### config.mk
export PLATFORM = sky130hd
export DESIGN_NAME = lsu_core
export DESIGN_NICKNAME = d
export VERILOG_FILES = /design/src/common/lsu_pkg.sv /design/src/hdl/lsu_core.sv
export SDC_FILE = /design/constraint.sdc
export NUM_CORES = 1
export LEC_CHECK = 0
export BUFFER_PORTS_ARGS = -buffer_cell sky130_fd_sc_hd__buf_2
export CORE_ASPECT_RATIO = 0.6
export CORE_MARGIN = 1.5
export CORE_UTILIZATION = 30
export DETAILED_ROUTE_END_ITERATION = 10
export GPL_TIMING_DRIVEN = 0
export PLACE_DENSITY = 0.47
export SLEW_MARGIN = 15
export SYNTH_ARGS = -nofsm -noshare
export SYNTH_HDL_FRONTEND = slang
export SYNTH_SLANG_ARGS = --single-unit
### constraint.sdc
create_clock -name ref_clk -period 12.8 [get_ports ref_clk]
set_input_delay 2.56 -clock ref_clk [delete_from_list [all_inputs] [get_ports ref_clk]]
set_output_delay 2.56 -clock ref_clk [all_outputs]
set_load 0.02 [all_outputs]
### src/common/lsu_pkg.sv
// Package for the single load/store unit: fields, constants and carriers.
// Assumes a 32-bit data bus and a decoded instruction from the core.
package lsu_pkg;
	localparam int          INSN_W     = 32;
	localparam logic [3:0]  PC_REG_NUM = 4'hF;
	localparam logic [31:0] PC_BASE_ADJ  = 32'h0000_0008;
	localparam logic [31:0] PC_STORE_ADJ = 32'h0000_000C;
	localparam int          IMM_LSB    = 0;
	localparam int          IMM_W      = 12;
	localparam int          SH_AMT_LSB = 7;
	localparam int          SH_TYP_LSB = 5;
	localparam int          SH_REG_BIT = 4;
	localparam int          OFFREG_LSB = 0;
	localparam int          SRCREG_LSB = 12;
	localparam int          BASEREG_LSB = 16;
	localparam int          L_BIT      = 20;
	localparam int          W_BIT      = 21;
	localparam int          B_BIT      = 22;
	localparam int          U_BIT      = 23;
	localparam int          P_BIT      = 24;
	localparam int          I_BIT      = 25;
	localparam logic [1:0]  SH_LSL = 2'h0;
	localparam logic [1:0]  SH_LSR = 2'h1;
	localparam logic [1:0]  SH_ASR = 2'h2;
	localparam logic [1:0]  SH_ROR = 2'h3;

	typedef struct packed {
		logic [31:0] addr;
		logic [31:0] wdata;
		logic        write;
		logic        byte_sel;
		logic        user_mode;
	} lsu_mem_req_t;

	typedef struct packed {
		logic        valid;
		logic [3:0]  num;
		logic [31:0] value;
	} lsu_reg_wr_t;

	typedef enum logic [1:0] {
		LSU_IDLE,
		LSU_DATA,
		LSU_INTERNAL
	} lsu_state_t;
endpackage

### src/hdl/lsu_core.sv
// Single word/byte load-store execution: address generation, lane steering.
// Assumes register values are supplied with the instruction and that the
// memory answers a request with done or abort, synchronous to ref_clk.
// Function
// Offset is a 12-bit immediate or a possibly shifted register.
// Up bit one adds offset to base, zero subtracts it.
// Pre-index uses modified base; post-index uses unmodified base.
// Pre-indexed writes modified base back only when write-back bit set.
// Post-indexed transfers always write the modified base back.
// Privileged post-index with write-back bit forces user mode for transfer.
// Register offset shift uses immediate amounts only, never a register.
// Byte bit one gives byte transfer, zero gives word transfer.
// Internal lane positions stay those of 32-bit memory always.
// Little-endian byte load picks lane by address, zero-extends.
// Byte store replicates low source byte into all four lanes.
// Little-endian unaligned word load rotates addressed byte to bits 7..0.
// Word store drives the register unrotated.
// Big-endian byte load picks lane 31..24 first, zero-extends.
// Big-endian word load rotates addressed byte to 31..24 or 15..8.
// Program counter base reads instruction address plus eight.
// Producer never names the program counter as offset register.
// Storing the program counter writes instruction address plus twelve.
// Producer never issues post-index with offset register equal to base.
// Memory abort accepted on any transfer; nothing written, restartable.
// Load takes one data cycle and one internal cycle.
// Immediate offset is zero-extended to 32 bits.
`timescale 1ns/1ns
module lsu_core
	import lsu_pkg::*;
(
	input  wire logic         ref_clk,
	input  wire logic         srst,
	input  wire logic         clk_en,
	input  wire logic         big_endian,
	input  wire logic         privileged,
	input  wire logic         start,
	input  wire logic [31:0]  insn,
	input  wire logic [31:0]  insn_addr,
	input  wire logic [31:0]  base_value,
	input  wire logic [31:0]  offset_value,
	input  wire logic [31:0]  source_value,
	input  wire logic [31:0]  mem_rdata,
	input  wire logic         mem_done,
	input  wire logic         mem_abort,
	output lsu_mem_req_t      mem_req_ff,
	output logic              mem_valid_ff,
	output lsu_reg_wr_t       base_wr_ff,
	output lsu_reg_wr_t       dest_wr_ff,
	output logic              busy_ff,
	output logic              abort_ff
);
	function automatic logic [31:0] shift_imm(input logic [31:0] v,
		input logic [1:0] typ, input logic [4:0] amt);
		logic [32:0] tmp;
		tmp = 33'h0_0000_0000;
		case (typ)
			SH_LSL: shift_imm = v << amt;
			SH_LSR: shift_imm = (amt == 5'h00) ? 32'h0000_0000 : v >> amt;
			SH_ASR: begin
				tmp = {v[31], v};
				shift_imm = (amt == 5'h00) ? {32{v[31]}} :
					32'(($signed(tmp)) >>> amt);
			end
			default: shift_imm = (v >> amt) | (v << (6'h20 - {1'b0, amt}));
		endcase
	endfunction

	function automatic logic [31:0] rot_right(input logic [31:0] v,
		input logic [4:0] amt);
		rot_right = (v >> amt) | (v << (6'h20 - {1'b0, amt}));
	endfunction

	lsu_state_t   state_ff, nxt_state;
	lsu_mem_req_t nxt_mem_req;
	lsu_reg_wr_t  nxt_base_wr, nxt_dest_wr, pend_dest_ff, nxt_pend_dest;
	lsu_reg_wr_t  pend_base_ff, nxt_pend_base;
	logic         nxt_mem_valid, nxt_busy, nxt_abort;
	logic [31:0]  base_eff, offset, mod_base, xfer_addr, store_data;
	logic [31:0]  load_word, load_byte, load_data;
	logic [1:0]   lane;
	logic         do_wb;

	always_comb begin
		// pc base adjust
		base_eff = (insn[BASEREG_LSB +: 4] == PC_REG_NUM) ?
			insn_addr + PC_BASE_ADJ : base_value;
		// offset select
		// zero extend immediate
		// immediate shift only
		// offset reg trusted
		if (!insn[I_BIT])
			offset = {20'h0_0000, insn[IMM_LSB +: IMM_W]};
		else
			offset = shift_imm(offset_value, insn[SH_TYP_LSB +: 2],
				insn[SH_AMT_LSB +: 5]);
		// add or subtract
		mod_base = insn[U_BIT] ? base_eff + offset : base_eff - offset;
		// pre or post
		xfer_addr = insn[P_BIT] ? mod_base : base_eff;
		// pre write-back
		// post write-back
		// no base reuse
		do_wb = !insn[P_BIT] || insn[W_BIT];
		// pc store value
		store_data = (insn[SRCREG_LSB +: 4] == PC_REG_NUM) ?
			insn_addr + PC_STORE_ADJ : source_value;
		// byte replicate
		// word unrotated
		if (insn[B_BIT])
			store_data = {4{store_data[7:0]}};
	end

	always_comb begin
		// internal lanes
		lane = big_endian ? 2'h3 - mem_req_ff.addr[1:0] : mem_req_ff.addr[1:0];
		// le byte lane
		// be byte lane
		load_byte = {24'h00_0000, mem_rdata[{lane, 3'h0} +: 8]};
		// le rotate
		// be rotate
		// Rotation follows the byte offset alike in both modes; only the lane
		// of the addressed byte differs, and the rotation carries it along.
		load_word = rot_right(mem_rdata, {mem_req_ff.addr[1:0], 3'h0});
		// byte or word
		load_data = mem_req_ff.byte_sel ? load_byte : load_word;
	end

	always_comb begin
		nxt_state     = state_ff;
		nxt_mem_req   = mem_req_ff;
		nxt_mem_valid = mem_valid_ff;
		nxt_base_wr   = '0;
		nxt_dest_wr   = '0;
		nxt_pend_dest = pend_dest_ff;
		nxt_pend_base = pend_base_ff;
		nxt_busy      = busy_ff;
		nxt_abort     = 1'b0;
		case (state_ff)
			LSU_IDLE: begin
				if (start) begin
					nxt_mem_req.addr      = xfer_addr;
					nxt_mem_req.wdata     = store_data;
					nxt_mem_req.write     = !insn[L_BIT];
					nxt_mem_req.byte_sel  = insn[B_BIT];
					// forced user mode
					nxt_mem_req.user_mode = !privileged ||
						(!insn[P_BIT] && insn[W_BIT]);
					nxt_mem_valid      = 1'b1;
					nxt_pend_base.valid = do_wb;
					nxt_pend_base.num  = insn[BASEREG_LSB +: 4];
					nxt_pend_base.value = mod_base;
					nxt_pend_dest.valid = insn[L_BIT];
					nxt_pend_dest.num  = insn[SRCREG_LSB +: 4];
					nxt_busy           = 1'b1;
					nxt_state          = LSU_DATA;
				end
			end
			LSU_DATA: begin
				// abort restartable
				if (mem_abort) begin
					nxt_mem_valid = 1'b0;
					nxt_abort     = 1'b1;
					nxt_busy      = 1'b0;
					nxt_state     = LSU_IDLE;
				end else if (mem_done) begin
					nxt_mem_valid       = 1'b0;
					nxt_pend_dest.value = load_data;
					nxt_base_wr         = pend_base_ff;
					// internal cycle
					nxt_state = pend_dest_ff.valid ? LSU_INTERNAL : LSU_IDLE;
					nxt_busy  = pend_dest_ff.valid;
				end
			end
			default: begin
				nxt_dest_wr = pend_dest_ff;
				nxt_busy    = 1'b0;
				nxt_state   = LSU_IDLE;
			end
		endcase
	end

	// The clock enable freezes every flop, including the one-cycle pulses.
	always_ff @(posedge ref_clk) begin
		if (srst) begin
			state_ff     <= LSU_IDLE;
			mem_req_ff   <= '0;
			mem_valid_ff <= 1'b0;
			base_wr_ff   <= '0;
			dest_wr_ff   <= '0;
			pend_dest_ff <= '0;
			pend_base_ff <= '0;
			busy_ff      <= 1'b0;
			abort_ff     <= 1'b0;
		end else if (clk_en) begin
			state_ff     <= nxt_state;
			mem_req_ff   <= nxt_mem_req;
			mem_valid_ff <= nxt_mem_valid;
			base_wr_ff   <= nxt_base_wr;
			dest_wr_ff   <= nxt_dest_wr;
			pend_dest_ff <= nxt_pend_dest;
			pend_base_ff <= nxt_pend_base;
			busy_ff      <= nxt_busy;
			abort_ff     <= nxt_abort;
		end
	end

	// no update on abort
	chk_abort_no_wb: assert property (
		@(posedge ref_clk) disable iff (srst)
		clk_en && state_ff == LSU_DATA && mem_abort |=>
		!base_wr_ff.valid ##1 !dest_wr_ff.valid)
		else $error("Register written after abort.");
	// result after internal
	chk_load_timing: assert property (
		@(posedge ref_clk) disable iff (srst)
		clk_en && state_ff == LSU_DATA && mem_done && !mem_abort &&
		pend_dest_ff.valid ##1 clk_en |=> dest_wr_ff.valid)
		else $error("Load result not written one cycle after data.");
	// post always writes
	chk_post_wb: assert property (
		@(posedge ref_clk) disable iff (srst)
		clk_en && state_ff == LSU_IDLE && start && !insn[P_BIT] |=>
		pend_base_ff.valid)
		else $error("Post-indexed transfer lost write-back.");
	// pre follows bit
	chk_pre_wb: assert property (
		@(posedge ref_clk) disable iff (srst)
		clk_en && state_ff == LSU_IDLE && start && insn[P_BIT] |=>
		pend_base_ff.valid == $past(insn[W_BIT]))
		else $error("Pre-indexed write-back does not follow W.");
	// forced user mode
	chk_user_force: assert property (
		@(posedge ref_clk) disable iff (srst)
		clk_en && state_ff == LSU_IDLE && start && privileged &&
		!insn[P_BIT] && insn[W_BIT] |=> mem_req_ff.user_mode)
		else $error("Forced user mode missing.");
	// byte lanes 31..24 and 15..8 replicated
	chk_byte_store: assert property (
		@(posedge ref_clk) disable iff (srst)
		mem_valid_ff && mem_req_ff.write && mem_req_ff.byte_sel |->
		mem_req_ff.wdata[31:24] == mem_req_ff.wdata[7:0] &&
		mem_req_ff.wdata[15:8] == mem_req_ff.wdata[7:0])
		else $error("Byte store lanes not replicated.");
	// byte zero extension
	chk_byte_zero: assert property (
		@(posedge ref_clk) disable iff (srst)
		dest_wr_ff.valid && mem_req_ff.byte_sel |->
		dest_wr_ff.value[31:8] == 24'h00_0000)
		else $error("Byte load not zero-extended.");
	// address selection
	chk_addr_pre: assert property (
		@(posedge ref_clk) disable iff (srst)
		clk_en && state_ff == LSU_IDLE && start |=>
		mem_req_ff.addr == $past(xfer_addr) &&
		(!pend_base_ff.valid || pend_base_ff.value == $past(mod_base)))
		else $error("Transfer address or base value wrong.");
	// program counter base
	chk_pc_base: assert property (
		@(posedge ref_clk) disable iff (srst)
		clk_en && state_ff == LSU_IDLE && start && insn[P_BIT] &&
		insn[U_BIT] && !insn[I_BIT] &&
		insn[BASEREG_LSB +: 4] == PC_REG_NUM |=>
		mem_req_ff.addr == $past(insn_addr) + PC_BASE_ADJ +
		$past({20'h0_0000, insn[IMM_LSB +: IMM_W]}))
		else $error("Program counter base not eight bytes ahead.");
	// program counter store
	chk_pc_store: assert property (
		@(posedge ref_clk) disable iff (srst)
		clk_en && state_ff == LSU_IDLE && start && !insn[L_BIT] &&
		!insn[B_BIT] && insn[SRCREG_LSB +: 4] == PC_REG_NUM |=>
		mem_req_ff.wdata == $past(insn_addr) + PC_STORE_ADJ)
		else $error("Stored program counter not twelve bytes ahead.");
	// word store unrotated
	chk_word_store: assert property (
		@(posedge ref_clk) disable iff (srst)
		clk_en && state_ff == LSU_IDLE && start && !insn[L_BIT] &&
		!insn[B_BIT] && insn[SRCREG_LSB +: 4] != PC_REG_NUM |=>
		mem_req_ff.wdata == $past(source_value))
		else $error("Word store data altered.");
	// immediate offset extended
	chk_imm_offset: assert property (
		@(posedge ref_clk) disable iff (srst)
		clk_en && state_ff == LSU_IDLE && start && insn[P_BIT] &&
		!insn[I_BIT] && insn[BASEREG_LSB +: 4] != PC_REG_NUM |=>
		mem_req_ff.addr == ($past(insn[U_BIT]) ?
		$past(base_value) + $past({20'h0_0000, insn[IMM_LSB +: IMM_W]}) :
		$past(base_value) - $past({20'h0_0000, insn[IMM_LSB +: IMM_W]})))
		else $error("Immediate offset not applied as unsigned.");
	// byte or word
	chk_size_kind: assert property (
		@(posedge ref_clk) disable iff (srst)
		clk_en && state_ff == LSU_IDLE && start |=>
		mem_req_ff.byte_sel == $past(insn[B_BIT]) &&
		mem_req_ff.write == !$past(insn[L_BIT]))
		else $error("Transfer size or direction wrong.");
	// request held waiting
	chk_req_stable: assert property (
		@(posedge ref_clk) disable iff (srst)
		mem_valid_ff && !mem_done && !mem_abort |=>
		mem_valid_ff && $stable(mem_req_ff))
		else $error("Request changed before its answer.");
	// abort ends transfer
	chk_abort_idle: assert property (
		@(posedge ref_clk) disable iff (srst)
		abort_ff |-> !busy_ff && !mem_valid_ff)
		else $error("Transfer still open after abort.");
	// single data cycle
	chk_done_drop: assert property (
		@(posedge ref_clk) disable iff (srst)
		clk_en && state_ff == LSU_DATA && mem_done |=> !mem_valid_ff)
		else $error("Request still valid after its answer.");
	cov_load: cover property (@(posedge ref_clk) dest_wr_ff.valid);
	cov_store: cover property (@(posedge ref_clk)
		mem_valid_ff && mem_req_ff.write && mem_done);
	cov_abort: cover property (@(posedge ref_clk) abort_ff);
	cov_be_unaligned: cover property (@(posedge ref_clk)
		dest_wr_ff.valid && big_endian && !mem_req_ff.byte_sel &&
		mem_req_ff.addr[0]);
	cov_forced_user: cover property (@(posedge ref_clk)
		mem_valid_ff && privileged && mem_req_ff.user_mode);
endmodule

# Word-level counts from Yosys, hierarchy flattened
# Index checks and enable logic that the tools add are counted.
# op_classes
n_addsub	7
eq_ne	7
n_shift	7
n_mux	29
bitwise_logic	3
n_reduce_logical	15
# ops
op	count
two-way mux 32 bit	9
two-way mux 37 bit	4
case mux 32 bit (3 select lines)	1
adder 32 x 4 -> 32 bit (second input constant)	2
bitwise OR 32 bit	2
<< shifter 32 x 6 -> 32 bit	2
>> shifter 32 x 5 -> 32 bit	2
adder 32 bit	1
indexed part select 32 x 6 -> 8 bit	1
<< shifter 32 x 5 -> 32 bit	1
>>> shifter 32 x 5 -> 32 bit	1
subtractor 32 bit	1
subtractor 6 x 5 -> 6 bit (first input constant)	2
two-way mux 2 bit	5
== test 4 bit (second input constant)	2
AND reduction 4 bit	2
two-way mux 1 bit	7
AND reduction 3 bit	2
zero test 5 bit	1
== test 2 x 1 -> 1 bit (second input constant)	2
zero test 2 bit	2
case mux 1 bit (2 select lines)	2
case mux 2 bit (2 select lines)	1
zero test 1 bit	3
9 further kinds	10
# totals
regBits	220
input_bits	200
word_cells	89

# Longest topological paths before layout
# logic_depth
depth_word	8
ltp_mapped	35
mapped_depth_nobuf	29

# Least setup slack after synthesis
# Ideal clock, no wire load.
# synth_path
path_kind	input -> register
from	in insn[8]
to	reg mem_req_ff[66] (netlist bit)
setup_time_ps	119
t_arrival_ps	9115
required_time_ps	12681
setup_slack_ps	3567
stages	35
path_cell_list	buf_2 inv_2 buf_6 buf_1 clkbuf_1 ha_1 and2_1 ha_1 clkbuf_1 clkbuf_1 and3b_1 buf_1 nor2_1 o2111ai_1 o32a_1 and2_1 inv_1 ha_1 nand3_1 nor3_1 and4b_1 a21oi_1 xor2_1 ha_1 clkbuf_1 nand4_1 nor4_1 nand2_1 nor3_1 a22oi_1 nand3_1 xnor2_1 a211o_1 o211ai_1 o221a_1
# synth_via
elab_chain_cells	8
elab_cells_between_ends	15
classes_between	3 x add/sub; 4 x shift; 6 x mux; 1 x bitwise; 1 x reduce/logical
# synth_rtl
item	line	text
from (decl)	lsu_core.sv:37	input wire logic [31:0] insn,
subtractor 6 x 5 -> 6 bit	lsu_core.sv:64	default: shift_imm = (v >> amt) | (v << (6'h20 - {1'b0, amt}));
<< shifter 32 x 6 -> 32 bit	lsu_core.sv:64	
bitwise OR 32 bit	lsu_core.sv:64	
case mux 32 bit (3 select lines)	lsu_core.sv:56	case (typ)
two-way mux 32 bit *	lsu_core.sv:91	if (!insn[I_BIT])
subtractor 32 bit / adder 32 bit (equally long branches)	lsu_core.sv:97	mod_base = insn[U_BIT] ? base_eff + offset : base_eff - offset;
two-way mux 32 bit *	lsu_core.sv:97	
two-way mux 32 bit *	lsu_core.sv:99	xfer_addr = insn[P_BIT] ? mod_base : base_eff;
to (signal assigned)	lsu_core.sv:196	mem_req_ff <= nxt_mem_req;
to (decl)	lsu_core.sv:45	output lsu_mem_req_t mem_req_ff,
# Mark *: on every way between the ends. The rest lies on a longest branch, timed or not.
# A chain may end at the register's enable or synchronous reset.

# Final worst setup path
# Same ends and word-level chain as after synthesis.

==> impl_metrics.toml <==
[worst_setup_path]
critPathTopFamily = "buffers and inverters"
startpoint_type = "input port"
rr_worst_depth = 13
worstPathArrival_ps = 13150
crit_slowest_cell = "nor4_1"
cp_num_buf_inv = 9
cp_slowest_stage_delay_ps = 900
r2r_start = "mem_req_ff[35]$_SDFFE_PP0P_"
regToRegEndpoint = "pend_dest_ff[4]$_SDFFE_PP0P_"
timing.critical_path.depth = 32
critical_path.most_common_cell = "clkbuf_1"
path_class = "input port to flip-flop"
cp-endpoint = "mem_req_ff[66]$_SDFFE_PP0P_"
critPathLaunch = "insn[8]"
ff2ff_setup_slack_ps = 8500
cp.required_ps = 13240
critPathCaptureType = "flip-flop"
worstPathMaxFanout = 19

[floorplanning]
die_h_um = 211.5
core_um2 = 71700
die_w_um = 350.5
initial_core_util_pct = 30.31
fp-row-count = 76
boundaryPins = 344
die_area_um2 = 74120

[global_route]
grt_max_degree = 17
antenna_found_initial = 11
overflow = 0
grt_usage_pct = 40.20
grt_pass1_vias = 24640
grt_pass1_wl_mm = 206.6

[routing]
drc = 0
wl_mm = 154.1
dr.pass1.iters = 5
vias_per_cell = 6.619
drt_first_iter_violations = 4157
drtAntennaViolNets = 0
detail_route.wl_per_cell_um = 37.46
dr_total_vias = 27220

[sta]
rsz0062_at_grt = "no"
tns_ps = 0
worstMarginPinSlew_ps = 1537
slew_violations = 1
hold_violations = 0
fmax_mhz = 78.65
post-route-min-period_ps = 12710
setup_viol = 0
worst_clock_skew_ps = 19.12
slew_headroom_pct = -2.488
fin_crit_sh_pct = 99.33

[clock_tree]
clk_pin_slew_ps = 70
insertion_delay_ps = 560
clockBufferDepth = 3
numCtsBuffers = 20
cts.sinks = 220
clock-root-buffer = "clkbuf_16"
htreeDepth = 1
postCtsHoldBufs = 0
cts_tree = "done"

[yosys]
syn_nets = 2999
synthArstFlopShare_pct = 0
syn_inst = 2761
synth.distinct_cells = 107
ys_ff_latch = 220
netlist_area_um2 = 21730
synth-edff-count = 0
seq_area_frac_synth_pct = 20.27
avgSynthCellArea_um2 = 7.871
ys.flop_type = "dfxtp_1"
yosysWarnings = 0

[finish]
finish.utilization_pct = 35.47
fillers = 7756
final_layout_size_suffix_gt1_share_pct = 20.33
syn2layout_area_growth_pct = 17.04
finalNetCount = 3353
mostFrequentLayoutCells = "buf_2, nand2_1, nor2_1"
layout_commonest_cell = "buf_2"

[placed_design]
port_buffers = 322
place_hpwl_mm = 128.6
routabilityCongestion = 1.069

[outcome]
violations = "max-slew violations"
outcome = "finished with violations"

[hold_path]
hold_class = "flip-flop to flip-flop"
min_from = "pend_base_ff[15]$_SDFFE_PP0P_"

[power]
p_per_area_nw_per_um2 = 106.1
irDropWorstVdd_uv = 79.97
leakage_nw = 9.811

[run]
cap_violations = 0
## state kept, by name, indices dropped and copies added, names as in the netlist
register / flops
base_wr_ff: 37
dest_wr_ff: 37
state_ff: 2
mem_req_ff: 67
abort_ff: 1
busy_ff: 1
mem_valid_ff: 1
pend_base_ff: 37
pend_dest_ff: 37
## per-layer routing
layer,vias up,global-route usage [%],share of wire (%)
li1,11150,-,-
met2,2093,45.88,34
met1,13810,61.35,47
met4,10,4.239,1.3
met3,168,24.69,18
met5,-,3.818,0.37
## repair_timing
action                                  in CTS  in global routing
endpoints found under the setup margin       0                  9
gates resized for setup                      0                  0
setup buffers                                0                  0
## where the power goes
part / internal [mW] / total (mW) / switching, mW
Combinational: 0.384 / 1.28 / 0.899
Clock: 0.369 / 0.679 / 0.310
Sequential: 0.716 / 0.737 / 0.0210
Total: 1.47 / 2.70 / 1.23
## area by class of cell
cell class | count | area, um2 | share of cell area [%]
Multi-Input combinational cell | 2235 | 15950 | 62.72
Sequential cell | 220 | 4404 | 17.32
Timing Repair Buffer | 333 | 1693 | 6.656
Buffer | 268 | 1311 | 5.155
Tap cell | 975 | 1220 | 4.796
Clock buffer | 26 | 553.0 | 2.174
Inverter | 37 | 138.9 | 0.5460
Clock inverter | 9 | 137.6 | 0.5411
Antenna cell | 10 | 25.02 | 0.09839
## Yosys cell counts (10+ instances only)
cell type  number  share of area [%]
a2111oi_0      14               0.56
a211oi_1       48                1.7
a21o_1         33                1.1
a21oi_1       221                5.1
a221oi_1       10               0.40
a22oi_1       108                3.7
a311oi_1       15               0.60
a31oi_1        31               0.89
and2_1         17               0.49
and3_1         25               0.72
buf_1          19               0.33
buf_2          25               0.58
buf_6          23                1.2
clkbuf_1      189                3.3
dfxtp_1       220                 20
ha_1           37                2.1
inv_1          32               0.55
mux2_2         61                3.2
mux2i_1       132                6.1
mux4_2         92                9.5
nand2_1       330                5.7
nand2b_1       24               0.69
nand3_1        56                1.3
nand4_1        26               0.75
nor2_1        265                4.6
nor2b_1        21               0.60
nor3_1         43               0.99
nor4_1         16               0.46
o211ai_1       39                1.3
o21a_1         15               0.52
o21ai_0       162                3.7
o21bai_1       15               0.52
o221ai_1       14               0.56
o22ai_1        42                1.2
or2_2          12               0.35
or3_1          12               0.35
xnor2_1        66                2.7
xor2_1         48                1.9
## cell families (layout without fill, tap and decap cells)
group,count (synthesis),after routing,share of synthesized area [%]
AND/OR/NAND/NOR,895,895,18.96
AO/OA/AOI/OAI,892,892,27.49
multiplexers,296,296,19.78
XOR/XNOR,114,114,4.594
buffers and inverters,306,673,6.690
flip-flops,220,220,20.27
other,0,10,0
adder cells (fa/ha/maj),38,38,2.222
## worst min path at each step
| stage | endpoint | slack [ps] | cells past startpoint |
|---|---|---|---|
| floorplan | pend_dest_ff[0]$_SDFFE_PP0P_ | 430 | 2 |
| global placement | pend_base_ff[33]$_SDFFE_PP0P_ | 440 | 2 |
| detailed placement | pend_dest_ff[7]$_SDFFE_PP0P_ | 450 | 2 |
| CTS | pend_dest_ff[7]$_SDFFE_PP0P_ | 460 | 2 |
| global route | pend_dest_ff[7]$_SDFFE_PP0P_ | 470 | 2 |
| finish | pend_base_ff[15]$_SDFFE_PP0P_ | 460 | 2 |
## tightest hold or removal path, stage by stage, from the launching register on
cell and delay (ps):
dfxtp_1 310, nand2_1 50, a21oi_1 50
## metrics by stage
step                hold WS, ps  instances  cell area, um2  power [mW]  setup WS [ps]
floorplan                 431.6       2761           21730       1.429           3567
global placement          443.2       4058           24560       1.941          -1006
detailed placement        447.2       4069           24700       1.941         -395.5
CTS                       457.3       4104           25400       2.613          148.2
global route              470.6       4103           25410       2.755          10.71
finish                    459.8       4113           25430       2.699          85.92
Power figures use the tool's default switching activity.
